[src/design/guard_cfg.svh]
`ifndef GUARD_CFG_SVH
`define GUARD_CFG_SVH

// Sector numbers of the four outer boot sectors
`define FIRST_BOOT_SECTOR 8'h00
`define SECOND_BOOT_SECTOR 8'h01
`define NEXT_TO_LAST_BOOT_SECTOR 8'h8C
`define LAST_BOOT_SECTOR 8'h8D
`define NUM_SECTORS 142

// Secure region layout, word addresses
`define SECURE_BYTES 256
`define RANDOM_FIRST_ADDR 22'h000000
`define RANDOM_LAST_ADDR 22'h000007
`define SERIAL_FIRST_ADDR 22'h000008
`define SERIAL_LAST_ADDR 22'h00000F
`define FACTORY_LOCK_BIT 7

// Command words
`define UNLOCK_ADDR1 22'h000555
`define UNLOCK_ADDR2 22'h0002AA
`define UNLOCK_DATA1 16'h00AA
`define UNLOCK_DATA2 16'h0055
`define SECURE_ENTER_DATA 16'h0088
`define SECURE_EXIT_DATA 16'h0090
`define SECURE_EXIT_DATA2 16'h0000
`define PROGRAM_DATA 16'h00A0
`define ERASE_DATA 16'h0080
`define SECTOR_ERASE_DATA 16'h0030

// Bus timing at 40 MHz, 25 ns period
`define CLK_PERIOD_PS 25000
`define GLITCH_MIN_NS 5
`define GLITCH_CYCLES ((`GLITCH_MIN_NS * 1000 + `CLK_PERIOD_PS - 1) / `CLK_PERIOD_PS)
`define STROBE_LOW_NS 50
`define STROBE_LOW_CYCLES 2
`define STROBE_HIGH_CYCLES 2
`define READ_ACCESS_NS 90
`define READ_ACCESS_CYCLES 4
`define READY_TIMEOUT_CYCLES 24'hFFFFFF

`endif

[src/design/guard_pkg.sv]
package guard_pkg;
  typedef enum logic [4:0] {
    OP_READ = 5'h01,
    OP_PROGRAM = 5'h02,
    OP_ERASE = 5'h04,
    OP_SECURE_ENTER = 5'h08,
    OP_SECURE_EXIT = 5'h10
  } op_e;

  typedef enum logic [5:0] {
    CYC_IDLE = 6'h01,
    CYC_SETUP = 6'h02,
    CYC_LOW = 6'h04,
    CYC_HIGH = 6'h08,
    CYC_SAMPLE = 6'h10,
    CYC_DONE = 6'h20
  } cyc_e;

  typedef enum logic [5:0] {
    SEQ_IDLE = 6'h01,
    SEQ_ISSUE = 6'h02,
    SEQ_WAIT = 6'h04,
    SEQ_POLL = 6'h08,
    SEQ_REPLY = 6'h10,
    SEQ_STEP = 6'h20
  } seq_e;
endpackage

[src/design/bus_cycle_if.sv]
`timescale 1ns/100ps
interface bus_cycle_if;
  logic start;
  logic is_write;
  logic [21:0] addr;
  logic [15:0] wdata;
  logic done;
  logic [15:0] rdata;
  modport master (output start, output is_write, output addr,
    output wdata, input done, input rdata);
  modport slave (input start, input is_write, input addr,
    input wdata, output done, output rdata);
endinterface

[src/design/flash_bus_cycle.sv]
`timescale 1ns/100ps
`include "guard_cfg.svh"
// Drives one asynchronous read or write cycle on the flash pins
module flash_bus_cycle (
  input wire logic clk_i,
  input wire logic nrst_i,
  bus_cycle_if.slave cyc,
  input wire logic [15:0] dq_sync_i,
  output logic ce_n_o,
  output logic we_n_o,
  output logic oe_n_o,
  output logic [21:0] addr_o,
  output logic [15:0] dq_o,
  output logic dq_oe_o
);
  guard_pkg::cyc_e state_r, state_nxt;
  logic [3:0] cnt_r;
  logic wr_r;
  wire cnt_zero = (cnt_r == 4'h0);
  wire [3:0] low_len = wr_r ? 4'(`STROBE_LOW_CYCLES)
                            : 4'(`READ_ACCESS_CYCLES);

  always_comb begin
    state_nxt = state_r;
    case (state_r)
      guard_pkg::CYC_IDLE: if (cyc.start) state_nxt = guard_pkg::CYC_SETUP;
      guard_pkg::CYC_SETUP: state_nxt = guard_pkg::CYC_LOW;
      guard_pkg::CYC_LOW: if (cnt_zero) state_nxt = guard_pkg::CYC_SAMPLE;
      guard_pkg::CYC_SAMPLE: state_nxt = guard_pkg::CYC_HIGH;
      guard_pkg::CYC_HIGH: if (cnt_zero) state_nxt = guard_pkg::CYC_DONE;
      guard_pkg::CYC_DONE: state_nxt = guard_pkg::CYC_IDLE;
      default: state_nxt = guard_pkg::CYC_IDLE;
    endcase
  end

  always_ff @(posedge clk_i or negedge nrst_i) begin
    if (!nrst_i) begin
      state_r <= guard_pkg::CYC_IDLE;
      cnt_r <= 4'h0;
      wr_r <= 1'b0;
      // Strobes idle high from power-up, see [RULE_19]
      ce_n_o <= 1'b1;
      we_n_o <= 1'b1;
      oe_n_o <= 1'b1;
      addr_o <= 22'h000000;
      dq_o <= 16'h0000;
      dq_oe_o <= 1'b0;
      cyc.rdata <= 16'h0000;
      cyc.done <= 1'b0;
    end else begin
      state_r <= state_nxt;
      cyc.done <= (state_r == guard_pkg::CYC_HIGH) && cnt_zero;
      if (state_r == guard_pkg::CYC_IDLE && cyc.start) begin
        wr_r <= cyc.is_write;
        addr_o <= cyc.addr;
        dq_o <= cyc.wdata;
        dq_oe_o <= cyc.is_write;
        ce_n_o <= 1'b0;
        // Output enable stays high through a write so it starts cleanly
        oe_n_o <= 1'b1;
      end
      if (state_r == guard_pkg::CYC_SETUP) begin
        // Strobe low far longer than glitch width, see [RULE_17] [RULE_18]
        we_n_o <= ~wr_r;
        oe_n_o <= wr_r;
        cnt_r <= low_len - 4'h1;
      end else if (state_r == guard_pkg::CYC_LOW && !cnt_zero) begin
        cnt_r <= cnt_r - 4'h1;
      end
      if (state_r == guard_pkg::CYC_SAMPLE) begin
        cyc.rdata <= dq_sync_i;
        we_n_o <= 1'b1;
        oe_n_o <= 1'b1;
        cnt_r <= 4'(`STROBE_HIGH_CYCLES) - 4'h1;
      end else if (state_r == guard_pkg::CYC_HIGH && !cnt_zero) begin
        cnt_r <= cnt_r - 4'h1;
      end
      if (state_r == guard_pkg::CYC_HIGH && cnt_zero) begin
        ce_n_o <= 1'b1;
        dq_oe_o <= 1'b0;
      end
    end
  end
endmodule // flash_bus_cycle

[src/design/flash_guard_host.sv]
// Functional notes
// [RULE_01] Guard pin low: device refuses program/erase on sectors 0,1,140,141.
// [RULE_02] Guard pin high: those sectors follow their last stored protection.
// [RULE_03] Guard pin at accelerate level: device enters fast programming.
// [RULE_04] Reset pin at identification voltage: temporary unprotect mode.
// [RULE_05] Removing that voltage restores all earlier protection.
// [RULE_06] Temporary unprotect with guard pin low keeps boot sectors protected.
// [RULE_07] 256-byte secure region; read-only factory lock indicator on bit 7.
// [RULE_08] Factory parts ship secure region locked; customer parts unlocked.
// [RULE_09] Secure region enabled: no fast programming, no unlock bypass.
// [RULE_10] Entry sequence maps secure region on boot addresses until exit.
// [RULE_11] Power-up or hardware reset routes accesses back to sector 0.
// [RULE_12] Factory parts: random number words 0-7, serial number words 8-15.
// [RULE_13] Customer secure region programs and locks once, never unlocks.
// [RULE_14] Locking needs entry sequence then protect algorithm, reset high or ID.
// [RULE_15] After locking, host issues exit sequence before touching the array.
// [RULE_16] Below lockout supply, device ignores writes and returns to read.
// [RULE_17] Strobe noise under about 5 ns starts no write cycle.
// [RULE_18] Write only with chip and write enables low, output enable high.
// [RULE_19] Power-up strobes low start no command; state machine reads.
// [RULE_20] Protected sector rejects program and erase until unprotected.
`timescale 1ns/100ps
`include "guard_cfg.svh"
module flash_guard_host (
  input wire logic CORE_CLK_I,
  input wire logic NRST_I,
  input wire logic REQ_VALID_I,
  input wire logic [4:0] REQ_OP_I,
  input wire logic [21:0] REQ_ADDR_I,
  input wire logic [7:0] REQ_SECTOR_I,
  input wire logic [15:0] REQ_DATA_I,
  input wire logic WRITE_PROTECT_I,
  input wire logic ACCEL_I,
  input wire logic TEMP_UNPROTECT_I,
  input wire logic [15:0] DQ_I,
  input wire logic READY_I,
  output logic REQ_READY_O,
  output logic RSP_VALID_O,
  output logic [15:0] RSP_DATA_O,
  output logic RSP_REFUSED_O,
  output logic SECURE_ACTIVE_O,
  output logic FACTORY_LOCKED_O,
  output logic CE_N_O,
  output logic WE_N_O,
  output logic OE_N_O,
  output logic [21:0] ADDR_O,
  output logic [15:0] DQ_O,
  output logic DQ_OE_O,
  output logic GUARD_LOW_O,
  output logic GUARD_ACCEL_O,
  output logic ID_VOLTAGE_O
);
  // ****************************************
  // Pin synchronisers
  // ****************************************
  logic [15:0] dq_s1_r, dq_s2_r;
  logic rdy_s1_r, rdy_s2_r;
  always_ff @(posedge CORE_CLK_I or negedge NRST_I) begin
    if (!NRST_I) begin
      dq_s1_r <= 16'h0000;
      dq_s2_r <= 16'h0000;
      rdy_s1_r <= 1'b0;
      rdy_s2_r <= 1'b0;
    end else begin
      dq_s1_r <= DQ_I;
      dq_s2_r <= dq_s1_r;
      rdy_s1_r <= READY_I;
      rdy_s2_r <= rdy_s1_r;
    end
  end

  // ****************************************
  // Bus cycle engine
  // ****************************************
  bus_cycle_if cyc ();
  flash_bus_cycle u_cycle (
    .clk_i(CORE_CLK_I),
    .nrst_i(NRST_I),
    .cyc(cyc),
    .dq_sync_i(dq_s2_r),
    .ce_n_o(CE_N_O),
    .we_n_o(WE_N_O),
    .oe_n_o(OE_N_O),
    .addr_o(ADDR_O),
    .dq_o(DQ_O),
    .dq_oe_o(DQ_OE_O)
  );

  // ****************************************
  // Request decode
  // ****************************************
  guard_pkg::seq_e seq_r, seq_nxt;
  logic [4:0] op_r;
  logic [21:0] addr_r;
  logic [15:0] data_r;
  logic [7:0] sector_r;
  logic [2:0] step_r;
  logic secure_r;
  logic [23:0] wait_r;

  wire [7:0] fl_bit = 8'(`FACTORY_LOCK_BIT);
  wire is_boot = (sector_r == `FIRST_BOOT_SECTOR) ||
                 (sector_r == `SECOND_BOOT_SECTOR) ||
                 (sector_r == `NEXT_TO_LAST_BOOT_SECTOR) ||
                 (sector_r == `LAST_BOOT_SECTOR);
  wire is_modify = (op_r == guard_pkg::OP_PROGRAM) ||
                   (op_r == guard_pkg::OP_ERASE);
  // Guard pin low wins over temporary unprotect, see [RULE_01] [RULE_06]
  // Guard-protected boot sectors refused before any bus cycle, see [RULE_20]
  wire boot_blocked = is_modify && is_boot && WRITE_PROTECT_I;
  // Locked factory region refused once its lock bit has been read, see [RULE_08] [RULE_13]
  wire secure_blocked = is_modify && secure_r && FACTORY_LOCKED_O;
  wire refuse = boot_blocked || secure_blocked;
  wire [2:0] last_step = (op_r == guard_pkg::OP_READ) ? 3'h0 :
                         (op_r == guard_pkg::OP_ERASE) ? 3'h5 :
                         (op_r == guard_pkg::OP_SECURE_EXIT) ? 3'h3 : 3'h2;
  wire needs_poll = is_modify;

  // Command word table per step
  logic [21:0] step_addr;
  logic [15:0] step_data;
  always_comb begin
    step_addr = (step_r[0]) ? `UNLOCK_ADDR2 : `UNLOCK_ADDR1;
    step_data = (step_r[0]) ? `UNLOCK_DATA2 : `UNLOCK_DATA1;
    case (step_r)
      3'h2: begin
        step_addr = `UNLOCK_ADDR1;
        case (op_r)
          guard_pkg::OP_PROGRAM: step_data = `PROGRAM_DATA;
          guard_pkg::OP_ERASE: step_data = `ERASE_DATA;
          // Entry maps secure region on boot addresses, see [RULE_10]
          guard_pkg::OP_SECURE_ENTER: step_data = `SECURE_ENTER_DATA;
          default: step_data = `SECURE_EXIT_DATA;
        endcase
      end
      3'h3: begin
        step_addr = (op_r == guard_pkg::OP_PROGRAM) ? addr_r : 22'h000000;
        step_data = (op_r == guard_pkg::OP_PROGRAM) ? data_r :
                    `SECURE_EXIT_DATA2;
        // Erase repeats the unlock pair before its sector word
        if (op_r == guard_pkg::OP_ERASE) begin
          step_addr = `UNLOCK_ADDR1;
          step_data = `UNLOCK_DATA1;
        end
      end
      3'h4: begin
        step_addr = `UNLOCK_ADDR2;
        step_data = `UNLOCK_DATA2;
      end
      3'h5: begin
        step_addr = addr_r;
        step_data = `SECTOR_ERASE_DATA;
      end
      default: begin
      end
    endcase
    if (op_r == guard_pkg::OP_READ) begin
      step_addr = addr_r;
      step_data = 16'h0000;
    end
  end
  wire [2:0] final_step = (op_r == guard_pkg::OP_PROGRAM) ? 3'h3 : last_step;

  // ****************************************
  // Sequencer
  // ****************************************
  always_comb begin
    seq_nxt = seq_r;
    case (seq_r)
      guard_pkg::SEQ_IDLE: if (REQ_VALID_I) seq_nxt = guard_pkg::SEQ_STEP;
      guard_pkg::SEQ_STEP:
        seq_nxt = refuse ? guard_pkg::SEQ_REPLY : guard_pkg::SEQ_ISSUE;
      guard_pkg::SEQ_ISSUE: seq_nxt = guard_pkg::SEQ_WAIT;
      guard_pkg::SEQ_WAIT: if (cyc.done) begin
        if (step_r != final_step) seq_nxt = guard_pkg::SEQ_ISSUE;
        else if (needs_poll) seq_nxt = guard_pkg::SEQ_POLL;
        else seq_nxt = guard_pkg::SEQ_REPLY;
      end
      guard_pkg::SEQ_POLL:
        if (rdy_s2_r || wait_r == 24'h000000) seq_nxt = guard_pkg::SEQ_REPLY;
      guard_pkg::SEQ_REPLY: seq_nxt = guard_pkg::SEQ_IDLE;
      default: seq_nxt = guard_pkg::SEQ_IDLE;
    endcase
  end

  assign cyc.start = (seq_r == guard_pkg::SEQ_ISSUE);
  assign cyc.is_write = (op_r != guard_pkg::OP_READ);
  assign cyc.addr = step_addr;
  assign cyc.wdata = step_data;

  always_ff @(posedge CORE_CLK_I or negedge NRST_I) begin
    if (!NRST_I) begin
      seq_r <= guard_pkg::SEQ_IDLE;
      // Back to plain reads after reset, see [RULE_16]
      op_r <= 5'h01;
      addr_r <= 22'h000000;
      data_r <= 16'h0000;
      sector_r <= 8'h00;
      step_r <= 3'h0;
      wait_r <= 24'h000000;
    end else begin
      seq_r <= seq_nxt;
      if (seq_r == guard_pkg::SEQ_IDLE && REQ_VALID_I) begin
        op_r <= REQ_OP_I;
        addr_r <= REQ_ADDR_I;
        data_r <= REQ_DATA_I;
        sector_r <= REQ_SECTOR_I;
        step_r <= (REQ_OP_I == guard_pkg::OP_READ) ? 3'h0 : 3'h0;
      end
      if (seq_r == guard_pkg::SEQ_WAIT && cyc.done &&
          step_r != final_step) begin
        step_r <= step_r + 3'h1;
      end
      if (seq_r == guard_pkg::SEQ_WAIT)
        wait_r <= `READY_TIMEOUT_CYCLES;
      else if (seq_r == guard_pkg::SEQ_POLL && wait_r != 24'h000000)
        wait_r <= wait_r - 24'h000001;
    end
  end

  // ****************************************
  // Answers and mode pins
  // ****************************************
  always_ff @(posedge CORE_CLK_I or negedge NRST_I) begin
    if (!NRST_I) begin
      REQ_READY_O <= 1'b0;
      RSP_VALID_O <= 1'b0;
      RSP_DATA_O <= 16'h0000;
      RSP_REFUSED_O <= 1'b0;
      // Device reverts to sector 0 after reset, see [RULE_11]
      secure_r <= 1'b0;
      SECURE_ACTIVE_O <= 1'b0;
      FACTORY_LOCKED_O <= 1'b0;
      GUARD_LOW_O <= 1'b0;
      GUARD_ACCEL_O <= 1'b0;
      ID_VOLTAGE_O <= 1'b0;
    end else begin
      REQ_READY_O <= (seq_nxt == guard_pkg::SEQ_IDLE);
      RSP_VALID_O <= (seq_r == guard_pkg::SEQ_REPLY);
      RSP_REFUSED_O <= (seq_r == guard_pkg::SEQ_STEP) ? refuse
                       : RSP_REFUSED_O && (seq_r != guard_pkg::SEQ_IDLE);
      if (seq_r == guard_pkg::SEQ_WAIT && cyc.done &&
          op_r == guard_pkg::OP_READ) begin
        // Secure words pass through untouched, see [RULE_12]
        RSP_DATA_O <= cyc.rdata;
        // Indicator read in secure mode is read-only, see [RULE_07]
        if (secure_r) FACTORY_LOCKED_O <= cyc.rdata[fl_bit[3:0]];
      end
      if (seq_r == guard_pkg::SEQ_REPLY && !RSP_REFUSED_O) begin
        if (op_r == guard_pkg::OP_SECURE_ENTER) secure_r <= 1'b1;
        // Exit before array access, see [RULE_15]
        if (op_r == guard_pkg::OP_SECURE_EXIT) secure_r <= 1'b0;
      end
      SECURE_ACTIVE_O <= secure_r;
      GUARD_LOW_O <= WRITE_PROTECT_I; // see [RULE_02]
      // Accelerate level only where allowed, see [RULE_03] [RULE_09]
      GUARD_ACCEL_O <= ACCEL_I && !secure_r && !WRITE_PROTECT_I;
      // Temporary unprotect, dropped with the request, see [RULE_04] [RULE_05]
      ID_VOLTAGE_O <= TEMP_UNPROTECT_I;
    end
  end
endmodule // flash_guard_host

[config.mk]
export PLATFORM = sky130hd
export DESIGN_NAME = flash_guard_host
export DESIGN_NICKNAME = d
export VERILOG_FILES = /design/src/design/guard_pkg.sv /design/src/design/bus_cycle_if.sv /design/src/design/flash_bus_cycle.sv /design/src/design/flash_guard_host.sv
export VERILOG_INCLUDE_DIRS = /design/src /design/src/design
export SDC_FILE = /design/constraint.sdc
export NUM_CORES = 1
export LEC_CHECK = 0
export ABC_AREA = 1
export BUFFER_PORTS_ARGS = -buffer_cell sky130_fd_sc_hd__buf_2
export CAP_MARGIN = 20
export CORE_MARGIN = 2
export CORE_UTILIZATION = 35
export CTS_BUF_LIST = sky130_fd_sc_hd__clkbuf_8
export DETAILED_ROUTE_END_ITERATION = 7
export GPL_TIMING_DRIVEN = 1
export SYNTH_ARGS = -nofsm -noshare
export SYNTH_HDL_FRONTEND = slang
export SYNTH_SLANG_ARGS = --single-unit
[constraint.sdc]
create_clock -name CORE_CLK_I -period 4.1 [get_ports CORE_CLK_I]
set_input_delay 0.82 -clock CORE_CLK_I [delete_from_list [all_inputs] [get_ports CORE_CLK_I]]
set_output_delay 0.82 -clock CORE_CLK_I [all_outputs]
set_load 0.005 [all_outputs]
==> results.json <==
{
  "die_y_um": 165,
  "slew_viol_final": 0,
  "drt_first_pass_iters": 5,
  "core.rowCount": 58,
  "peakVddDrop_uv": 290,
  "clock.fmax_mhz": 386,
  "worst_pin_slew_ns": 1.02,
  "layout_min_cycle_time_ns": 2.59,
  "clkTransAtPathRegs_ns": 0.06,
  "htreeDepth": 2,
  "drt_iter0_markers": 416,
  "cp_slowest_cell": "dfrtp_1",
  "fp.dieW_um": 165,
  "fin_crit_sh_pct": 63.2,
  "startpoint_type": "flop",
  "start_util_pct": 35.7,
  "drive_gt1_share_pct": 23.0,
  "clk_latency_ns": 0.53,
  "tns_ns": 0,
  "cts_setup_buffers": 0,
  "grt_usage_pct": 15.9,
  "wirelength_um": 20700,
  "tritoncts": "done",
  "postCtsHoldBufs": 0,
  "syn_avg_cell_area_um2": 9.33,
  "leakagePower_uw": 0.00550,
  "layout_setup_ws_ns": 1.51,
  "drv_cap": 0,
  "synth_seq_cells": 212,
  "gp_congestion": 0.839,
  "crit_chain": "inv_1 > ha_1 > inv_2 > nor2_4 > inv_2 > nor2_4 > nand4_2 > nand2_2 > nand2_2 > o21ai_0 > nand2_1",
  "first_global_vias": 6779,
  "pin_count": 140,
  "grt_max_degree": 94,
  "crit_type": "flop to flop",
  "setup_viol": 0,
  "yosysWarnings": 0,
  "critPathTopFamily": "simple AND/OR/NAND/NOR gates",
  "hp-class": "primary input to async pin",
  "dr_total_vias": 6917,
  "power_density_nw_per_um2": 633,
  "crit_path_max_fanout": 22,
  "drc": 0,
  "outcome": "completed",
  "pre_cts_slack_ns": 1.52,
  "ant_nets": 0,
  "cts_repair_resize_count": 0,
  "yosys.cell_types.count": 39,
  "cts-root-buf": "clkbuf_8",
  "synth_cells": 966,
  "final_common_cell": "nand2_1",
  "crit_buf_inv": 3,
  "numCtsBuffers": 37,
  "max_slew_margin_pct": 32.1,
  "grt.overflow.total": 0,
  "cp-end-kind": "flop",
  "design.die.area_um2": 27100,
  "worst_path_largest_cell_delay_ns": 0.40,
  "finalHoldViolCount": 0,
  "synthesis.area_um2": 9020,
  "grt_pass1_wl_um": 34400,
  "cp.arrival_ns": 3.00,
  "antenna_found_initial": 1,
  "core_um2": 25300,
  "synth.net_count": 1048,
  "clkSinkCount": 212,
  "area_growth_pct": 19.7,
  "dp_hpwl_um": 14000,
  "most-common-layout-cells": "nand2_1 (254), dfrtp_1 (206), buf_2 (137)",
  "cp.required_ns": 4.50,
  "grt_setup_unrepaired": "false",
  "antenna_cells": 0,
  "wire_per_inst_um": 14.0,
  "vias_per_cell": 4.68,
  "clk_path_buf_depth": 3,
  "ys_seq_area_share_pct": 58.9,
  "port_buffers": 138,
  "nNetsFinal": 1201,
  "skew_ns": 0.0298
}
-- cells by family after synthesis --
logic type      Yosys count  share of synthesized area (%)
simple gates            425                           21.0
fa+ha+maj                 8                           1.11
flops                   212                           58.9
xor+xnor                 13                           1.26
buf+inv                 141                           6.67
compound gates          167                           11.1
-- synth_stat cells --
| cell type | n | area (µm²) |
|---|---|---|
| dfrtp_1 | 206 | 5150 |
| nand2_1 | 254 | 953 |
| nor3_1 | 2 | 10.0 |
| dfstp_2 | 6 | 158 |
| and2_1 | 2 | 12.5 |
| o21ai_0 | 81 | 405 |
| o31ai_2 | 10 | 125 |
| o21ai_2 | 12 | 105 |
| nand3_2 | 4 | 40.0 |
| nand4_1 | 14 | 87.6 |
| o211ai_1 | 3 | 22.5 |
| nand4_4 | 1 | 21.3 |
| ha_1 | 8 | 100 |
| nor4_2 | 1 | 12.5 |
| nor2_1 | 57 | 214 |
| xnor2_1 | 8 | 70.1 |
| o21bai_1 | 6 | 45.0 |
| nand4_2 | 2 | 25.0 |
| xor2_1 | 5 | 43.8 |
| inv_2 | 6 | 22.5 |
| o31ai_1 | 2 | 15.0 |
| nor3_2 | 1 | 10.0 |
| buf_6 | 3 | 33.8 |
| nand2_2 | 6 | 37.5 |
| inv_1 | 105 | 394 |
| buf_2 | 10 | 50.1 |
| nand3b_1 | 3 | 22.5 |
| nor2_4 | 7 | 78.8 |
| clkbuf_1 | 7 | 26.3 |
| a211o_1 | 1 | 8.76 |
| o21ai_1 | 23 | 115 |
| o22ai_1 | 6 | 37.5 |
| buf_4 | 10 | 75.1 |
| nand3_1 | 63 | 315 |
| nor2_2 | 7 | 43.8 |
| a31oi_1 | 1 | 6.26 |
| a21oi_1 | 21 | 105 |
| and3_1 | 1 | 6.26 |
| o21a_1 | 1 | 7.51 |
-- where the power goes --
group	switching [µW]	leakage, µW	internal [µW]
logic	1190	0.00233	673
clock network	876	0.000444	1170
registers	302	0.00273	2610
-- worst paths after layout --
path	from	to	slack [ns]	depth (start not counted)
worst max register to register	wait_r[0]	wait_r[12]	1.51	11
worst min-delay path	NRST_I	RSP_DATA_O[3]	0.29	1
worst max-delay path	wait_r[0]	wait_r[12]	1.51	11
max in group asynchronous	NRST_I	addr_r[15]	2.89	2
min in group CORE_CLK_I	dq_s1_r[11]	dq_s2_r[11]	0.34	0
worst min register to register	dq_s1_r[11]	dq_s2_r[11]	0.34	0
-- flip-flops by register name, indices dropped and copies added, names as in the netlist, 16 cells and up --
signal,flops
wait_r,24
addr_r,22
u_cycle.addr_o,22
RSP_DATA_O,16
data_r,16
dq_s1_r,16
dq_s2_r,16
u_cycle.cyc.rdata,16
u_cycle.dq_o,16
-- metrics by stage --
| step | cells | util (%) | hold WS, ns | instance area (µm²) | power [µW] |
|---|---|---|---|---|---|
| 5_1_grt | 1477 | 42.8 | 0.345 | 10800 | 7360 |
| 6_report | 1477 | 42.8 | 0.287 | 10800 | 6830 |
| 4_1_cts | 1477 | 42.8 | 0.317 | 10800 | 6930 |
| 2_1_floorplan | 966 | - | 0.331 | 9020 | 4260 |
| 3_3_place_gp | 1410 | 39.6 | 0.333 | 10000 | 4790 |
| 3_5_place_dp | 1410 | 39.6 | 0.335 | 10000 | 4840 |
-- layer usage --
metal	up-vias	share of wire [%]	global-route usage [%]	wire length, µm
met2	166	45	24.5	9340
met5	-	0.063	0	13
met3	42	7.2	5.12	1490
met4	2	2.2	5.26	454
met1	3280	45	21.2	9430
li1	3427	-	-	-
-- cell type report --
type	count	area [µm²]
multi-input combinational	613	3110
timing repair buffer	144	758
tap	330	413
fill	2451	14500
inverter	111	417
sequential	212	5310
clock inverter	23	183
clock buffer	44	606
Power figures use the tool's default switching activity.
